`src/design/psr_pkg.sv`:
```
// Package: constants and carrier types for the parallel-in serial-out shift register
`default_nettype none
package psr_pkg;
  // ----------------------------------------
  // Sizes and reset values
  // ----------------------------------------
  localparam int          STAGES      = 8;
  localparam int          SYNC_DEPTH  = 3;
  localparam logic [7:0]  STAGE_RESET = 8'h00;
  localparam logic [2:0]  SYNC_RESET  = 3'h0;

  // ----------------------------------------
  // Carriers
  // ----------------------------------------
  // Control pins sampled together
  typedef struct packed {
    logic shift_not_load;
    logic clock_in;
    logic clock_inhibit;
    logic serial_in;
  } psr_ctrl_s;

  // Serial output pair
  typedef struct packed {
    logic serial_out;
    logic serial_out_n;
  } psr_out_s;

  // Action chosen for one system clock
  typedef enum logic [1:0] {
    PSR_HOLD,
    PSR_LOAD,
    PSR_SHIFT
  } psr_act_e;
endpackage
`default_nettype wire

```
`src/design/psr_sync.sv`:
```
// Three-stage pin synchroniser with agreement filter
`default_nettype none
module psr_sync #(
  parameter int WIDTH = 4
) (
  input  wire logic             sys_clk,  // System clock
  input  wire logic             reset_n,  // Synchronous reset, active low
  input  wire logic [WIDTH-1:0] pin,      // Raw asynchronous pins
  output logic      [WIDTH-1:0] level     // Filtered level
);
  // ----------------------------------------
  // Sync chains
  // ----------------------------------------
  logic [WIDTH-1:0] s1, s2, s3;
  logic [WIDTH-1:0] next_s1, next_s2, next_s3, next_level;

  // Refuse an empty pin group at elaboration
  if (WIDTH < 1) begin : g_width_check
    $error("WIDTH must be positive");
  end

  // Level changes only once stages two and three agree; s1 feeds s2 alone
  always_comb begin
    next_s1    = pin;
    next_s2    = s1;
    next_s3    = s2;
    next_level = level;
    for (int i = 0; i < WIDTH; i++) begin
      if (s2[i] == s3[i]) begin
        next_level[i] = s3[i];
      end
    end
    if (!reset_n) begin
      next_s1    = '0;
      next_s2    = '0;
      next_s3    = '0;
      next_level = '0;
    end
  end

  // Register stage
  always_ff @(posedge sys_clk) begin
    s1    <= next_s1;
    s2    <= next_s2;
    s3    <= next_s3;
    level <= next_level;
  end
endmodule
`default_nettype wire

```
`src/design/psr_top.sv`:
```
// Eight-stage parallel-in serial-out shift register, device side
`default_nettype none
module psr_top #(
  parameter int STAGES = psr_pkg::STAGES
) (
  input  wire logic              sys_clk,         // System clock, 250 MHz
  input  wire logic              reset_n,         // Synchronous reset, active low
  input  wire logic              shift_not_load,  // High shifts, low loads
  input  wire logic              clock_in,        // Shift clock pin
  input  wire logic              clock_inhibit,   // Gating clock pin
  input  wire logic              serial_in,       // Serial fill data
  input  wire logic [STAGES-1:0] par_data,        // Direct parallel data, bit 0 = first stage
  output logic                   serial_out,      // Last stage
  output logic                   serial_out_n     // Complement of last stage
);
  // ----------------------------------------
  // Checks and declarations
  // ----------------------------------------
  // Refuse a chain too short to shift through
  if (STAGES < 2) begin : g_stages_check
    $error("STAGES must be at least 2");
  end

  psr_pkg::psr_ctrl_s ctrl_raw, ctrl;
  logic [STAGES-1:0]  par_sync;
  logic [STAGES-1:0]  stage, next_stage;
  logic               clk_prev, inh_prev, next_clk_prev, next_inh_prev;
  logic               clk_rise, inh_rise;
  psr_pkg::psr_act_e  act;
  psr_pkg::psr_out_s  out_pair;

  assign ctrl_raw = '{shift_not_load: shift_not_load, clock_in: clock_in,
                      clock_inhibit: clock_inhibit, serial_in: serial_in};

  // ----------------------------------------
  // Pin synchronisers
  // ----------------------------------------
  // Load data is asynchronous too, so it gets the same filter; a load thus lags the pins by a few cycles
  psr_sync #(
    .WIDTH ($bits(psr_pkg::psr_ctrl_s))
  ) u_ctrl_sync (
    .sys_clk (sys_clk),
    .reset_n (reset_n),
    .pin     (ctrl_raw),
    .level   (ctrl)
  );

  psr_sync #(
    .WIDTH (STAGES)
  ) u_data_sync (
    .sys_clk (sys_clk),
    .reset_n (reset_n),
    .pin     (par_data),
    .level   (par_sync)
  );

  // ----------------------------------------
  // Edge detection and action
  // ----------------------------------------
  // The clock pins are symmetric: either rises while the other is low
  always_comb begin
    clk_rise = ctrl.clock_in && !clk_prev;
    inh_rise = ctrl.clock_inhibit && !inh_prev;
    if (!ctrl.shift_not_load) begin
      act = psr_pkg::PSR_LOAD;
    end else if ((clk_rise && !ctrl.clock_inhibit) ||
                 (inh_rise && !ctrl.clock_in)) begin
      act = psr_pkg::PSR_SHIFT;
    end else begin
      act = psr_pkg::PSR_HOLD;
    end
  end

  // ----------------------------------------
  // Stage register
  // ----------------------------------------
  // Next value of the stages and edge history
  always_comb begin
    // Loading, and synchroniser fill after reset, count as high so a pin already high never shifts
    next_clk_prev = ctrl.clock_in || !ctrl.shift_not_load;
    next_inh_prev = ctrl.clock_inhibit || !ctrl.shift_not_load;
    next_stage    = stage;
    case (act)
      psr_pkg::PSR_LOAD:  next_stage = par_sync;
      psr_pkg::PSR_SHIFT: next_stage = {stage[STAGES-2:0], ctrl.serial_in};
      psr_pkg::PSR_HOLD:  next_stage = stage;
      default:            next_stage = stage;
    endcase
    if (!reset_n) begin
      next_stage    = STAGES'(psr_pkg::STAGE_RESET);
      next_clk_prev = 1'b1;
      next_inh_prev = 1'b1;
    end
  end

  always_ff @(posedge sys_clk) begin
    stage    <= next_stage;
    clk_prev <= next_clk_prev;
    inh_prev <= next_inh_prev;
  end

  // Outputs come straight from the last flip-flop
  assign out_pair     = '{serial_out: stage[STAGES-1], serial_out_n: ~stage[STAGES-1]};
  assign serial_out   = out_pair.serial_out;
  assign serial_out_n = out_pair.serial_out_n;
endmodule
`default_nettype wire

```
`config.mk`:
```
export PLATFORM = sky130hd
export DESIGN_NAME = psr_top
export DESIGN_NICKNAME = d
export VERILOG_FILES = /design/src/design/psr_pkg.sv /design/src/design/psr_sync.sv /design/src/design/psr_top.sv
export SDC_FILE = /design/constraint.sdc
export NUM_CORES = 1
export LEC_CHECK = 0
export ABC_AREA = 1
export BUFFER_PORTS_ARGS = -buffer_cell sky130_fd_sc_hd__buf_2
export CELL_PAD_IN_SITES_DETAIL_PLACEMENT = 1
export CELL_PAD_IN_SITES_GLOBAL_PLACEMENT = 2
export CORE_MARGIN = 2
export CORE_UTILIZATION = 31
export CTS_BUF_LIST = sky130_fd_sc_hd__clkbuf_16
export DETAILED_ROUTE_END_ITERATION = 8
export GPL_ROUTABILITY_DRIVEN = 1
export PLACE_DENSITY = 0.77
export SLEW_MARGIN = 10
export SYNTH_ARGS = -nofsm -noshare
export SYNTH_HDL_FRONTEND = slang
export SYNTH_SLANG_ARGS = --single-unit
export TNS_END_PERCENT = 100
```
`constraint.sdc`:
```
create_clock -name sys_clk -period 0.9 [get_ports sys_clk]
set_input_delay 0.045 -clock sys_clk [delete_from_list [all_inputs] [get_ports sys_clk]]
set_output_delay 0.045 -clock sys_clk [all_outputs]
set_load 0.01 [all_outputs]
```
; Yosys cells after proc, flatten, opt, wreduce, memory -nomap -nowiden
; Cells that the tools add are included.
[word_totals]
word_cells = 52
memories = 0
register_bits = 58
out_inout_bits = 2
latch_bits = 0
ram_bits = 0
romBits = 0
in_bits = 14
[classes]
n_addsub = 0
n_eq_ne = 14
n_div = 0
n_mux = 3
n_bitwise = 1
multipliers = 0
reduce_logical = 13
shifts = 0
order_cmp = 0
[ops]
columns = cell, count
row1 = $pmux 8 s2, 1
row2 = $eq 1x1->1, 12
row3 = $logic_not 1->1, 5
row4 = $logic_and 1x1->1, 4
row5 = $mux 2, 2
row6 = $logic_or 1x1->1, 3
row7 = $eq 2x1->1 const B, 1
row8 = $eq 2x2->1 const B, 1
row9 = $reduce_bool 2->1, 1
row10 = $not 1->1, 1

; Depth between registers and ports, before layout
[depth]
ltp_word = 8
ltp_mapped = 8

; Hierarchy
; A second synthesis with hierarchy kept.
[hier_totals]
hier_cells = 232
area_unflattened_um2 = 2077.0
[modules_own_cells]
columns = module, instances, cells_per_inst, area_each_um2
row1 = psr_sync (u_data_sync), 1, 107, 979.7
row2 = psr_top, 1, 72, 620.6
row3 = psr_sync (u_ctrl_sync), 1, 53, 476.7

; Worst setup path before layout
; Ideal clock, no wire load.
[synth_timing]
kind = reg-to-reg
startpoint = register u_ctrl_sync.level[3] (netlist name)
endpoint = register u_ctrl_sync.level[3]
path_buffers = 1
arrival_time_ps = 847
path_stages_with_launch = 5
setup_slack_ps = -55
path_cell_list = dfxtp_1 > buf_4 > maj3_1 > nand2_1 > inv_1
[synth_lines]
columns = element, line
row1 = "end signal, assigned", psr_sync.sv:46  ; level <= next_level;
row2 = "end, declared", psr_sync.sv:9  ; output logic [WIDTH-1:0] level

; Worst setup path after layout
[layout_timing]
startpoint = register u_ctrl_sync.level[1]
endpoint = register stage[1]
[layout_via]
elab_chain_cells = 7
[layout_rtl]
columns = element, line
row1 = $logic_not 1->1 / $logic_and 1x1->1 (equally long branches), "psr_top.sv:66, psr_top.sv:63"
row2 = $logic_and 1x1->1 (on tied branches), "psr_top.sv:66, psr_top.sv:67"
row3 = $logic_or 1x1->1 (*), psr_top.sv:66  ; end else if ((clk_rise && !ctrl.clock_inhibit) ||
row4 = $mux 2 (*), psr_top.sv:66
row5 = $mux 2 (*), psr_top.sv:64  ; if (!ctrl.shift_not_load) begin
row6 = $eq 2x2->1 / $eq 2x1->1 (equally long branches), psr_top.sv:83  ; case (act)
row7 = $pmux 8 s2 / $reduce_bool 2->1 (equally long branches), n/a
row8 = "end signal, assigned", psr_top.sv:97  ; stage <= next_stage;
row9 = "end, declared", psr_top.sv:26  ; logic [STAGES-1:0] stage, next_stage;
; Mark *: on every way between the ends. The rest lies on a longest branch, timed or not.
; A chain may end at the register's enable or synchronous reset.

==> out/results.txt <==
Hold Crit Depth: 3
initial antenna violation count: 0
GRT Overall Usage: 0.121
Avg WL per Cell: 10.2 um
Leak: 1.36 nW
Fin Clk Skew: 0.00436 ns
grt ovf: 0
most used cell, CP: nand3_1
Routed Antenna Nets: 0
cells on worst reg2reg path: 6
Num CTS Buffers: 9
Yosys reg bits: 58
VDD IR-drop max: 0.00122 V
fillcell total: 698
Setup violations, final: 8
failing checks: setup timing
CP Buf/Inv Count: 1
Final Instance Area: 2570 um^2
Post-Place Cells: 327
initial DRC count: 47
post-synth net total: 251
total power draw: 5.61 mW
Worst Path Required: 1.12 ns
Gate Count Post-Synth: 237
dpl ws: -0.141 ns
htree depth: 3
reg-to-reg slack, setup: -0.06 ns
worst setup path category: flop to flop
Top Ports: 16
routability cong.: 0.734
CTS tree: done
Slew Viols, Final: 0
Avg Inst Size Synth: 8.23 um^2
status: finished with violations
setup ws final: -0.0598 ns
crit end category: flop
Tcrit/Tclk final: 1.07
ANT cells: 0
Critical Path, Cell by Cell: o21ai_4, nand2_4, nand3_1, nand3_1, nand2_1, inv_1
via count: 1528
yosys warns: 0
Yosys top cell area share: 0.596
crit-path max FO: 8
post-layout instance count excluding filler cells: 352
Die ar.: 6940 um^2
max-cap viol count: 0
min-delay worst type: input port to flop
PwrDens: 2180 nW/um^2
Starting Density: 0.325
total core area: 5990 um^2
vias per cell: 4.34
clk root buf: clkbuf_16
num rows: 28
# DRC: 0
CP max stage cell: dfxtp_4
Post-CTS Setup Inserts: 0
NumNets Final: 289
first-pass GRT wire length: 6530 um
maximum clock path buffer count: 2
Worst Path Arrival: 1.18 ns
largest net degree at the start of global routing: 32
kind of start point of the critical path: flop
Final Hold Fails: 0
RR Startpoint: u_ctrl_sync.level[1]
clock sink count: 58
Skew-Pair Late Insertion Delay: 0.32 ns
relative slew slack: 0.832
vias in the first global route: 1498
Hold Path Sink: u_data_sync.s1[3]
RSZ-0062 raised after global routing: true
chip height: 83.3 um
Mapped Area: 1950 um^2
setup TNS: -0.418 ns
Pre-Repair DR Iteration Count: 4
# port buffers: 15
reg2reg end: stage[1]
ranking of synthesized cells by area: dfxtp_1 (60%), nand2_1 (11%), inv_1 (9.8%)
DRT Wirelength: 3600 um
largest area contributor in the netlist: dfxtp_1
Min Clock Period, post-route: 0.960 ns
Synth cell types: 14
Area Overhead vs Synth: 32.0%
max incr delay on CP: 0.36 ns
share of layout cells above drive strength 1: 0.177
Top Family by Delay on Critical Path: flip-flops
sequential area share after synthesis: 0.596
Util after Layout: 0.429
Min Hold Slack: 0.0156 ns
maximum clock rate: 1040 MHz
CTS clock-pin slew for the worst setup and hold paths: 0.05 ns
worst slew pin tran: 0.251 ns
die width: 83.3 um
Hold Crit Start: reset_n
cell area after placement: 2150 um^2
Final HPWL DP: 2200 um
-- synth_stat cells (all sizes together) --
library cell / instances
inv: 51
a21oi: 11
clkbuf: 2
o21ai: 12
nor2: 11
nand2: 57
buf: 6
nand3: 28
maj3: 1
dfxtp: 58
-- how the worst max path moves through the flow --
stage / start / endpoint / slack, ns / depth (start not counted)
floorplan: u_ctrl_sync.level[3] / u_ctrl_sync.level[3] / -0.003 / 4
global placement: u_ctrl_sync.level[1] / stage[6] / -0.13 / 6
detailed placement: u_ctrl_sync.level[1] / stage[6] / -0.14 / 6
CTS: u_ctrl_sync.level[1] / stage[3] / -0.07 / 6
global route: u_ctrl_sync.level[1] / stage[0] / -0.15 / 7
finish: u_ctrl_sync.level[1] / stage[1] / -0.06 / 6
-- where the power goes --
group	internal, mW	leakage (nW)	switching (mW)	total, mW
combinational	0.105	0.758	0.0913	0.196
sequential	2.64	0.475	0.0274	2.67
clock	1.76	0.125	0.989	2.75
total	4.50	1.36	1.11	5.61
-- routing by layer --
layer	part of all wire	vias to the layer above	wire length (um)	GRT usage
met3	0.037	9	134	0.0507
met2	0.49	17	1750	0.192
li1	-	785	-	-
met4	0.027	0	99	0.0760
met5	0	-	0	0
met1	0.45	717	1620	0.133
-- cell families (layout without fill, tap and decap cells) --
| logic type | count (synthesis) | in the layout | share of synthesized area |
|---|---|---|---|
| AO/OA/AOI/OAI | 23 | 23 | 0.0590 |
| adder cells (fa/ha/maj) | 1 | 1 | 0.00513 |
| buffers and inverters | 59 | 99 | 0.135 |
| flip-flops | 58 | 58 | 0.596 |
| AND/OR/NAND/NOR | 96 | 96 | 0.205 |
-- placed cells by master, fill, tap and decap left out, drive strengths merged --
master,count
dfxtp,58
nand2,57
inv,53
nand3,28
buf,23
dlygate4sd3,12
o21ai,12
a21oi,11
nor2,11
clkbuf,9
clkinv,2
maj3,1
-- sequential cells by signal, summed over array words and instances (netlist names) --
| signal | cells |
|---|---|
| inh_prev | 1 |
| u_data_sync.level | 8 |
| u_ctrl_sync.level | 4 |
| u_ctrl_sync.s2 | 4 |
| u_data_sync.s1 | 8 |
| stage | 8 |
| u_data_sync.s2 | 8 |
| clk_prev | 1 |
| u_data_sync.s3 | 8 |
| u_ctrl_sync.s1 | 4 |
| u_ctrl_sync.s3 | 4 |
-- cell type report --
cell class              count  area [um^2]  area share
clock buffers               9          225      0.0875
clock inverters             4         15.0     0.00584
inverters                  51          194      0.0754
multi-input cells         120          581       0.226
flip-flops and latches     58         1170       0.455
well taps                  75         93.8      0.0365
repair buffers             35          293       0.114
-- worst reg2reg max path: cells and delay by family, from the launching register on --
family          cells  cell delay [ns]
flops               1             0.36
compound gates      1             0.15
simple gates        4             0.32
buf+inv             1             0.03
-- repair_timing --
action	4_1_cts	5_1_grt
endpoints found under the hold margin	12	0
pin swaps	3	1
endpoints found under the setup margin	8	10
cloned	0	0
gates resized for setup	16	2
hold buffers	12	0
No activity file was read; power rests on OpenSTA's default activity.
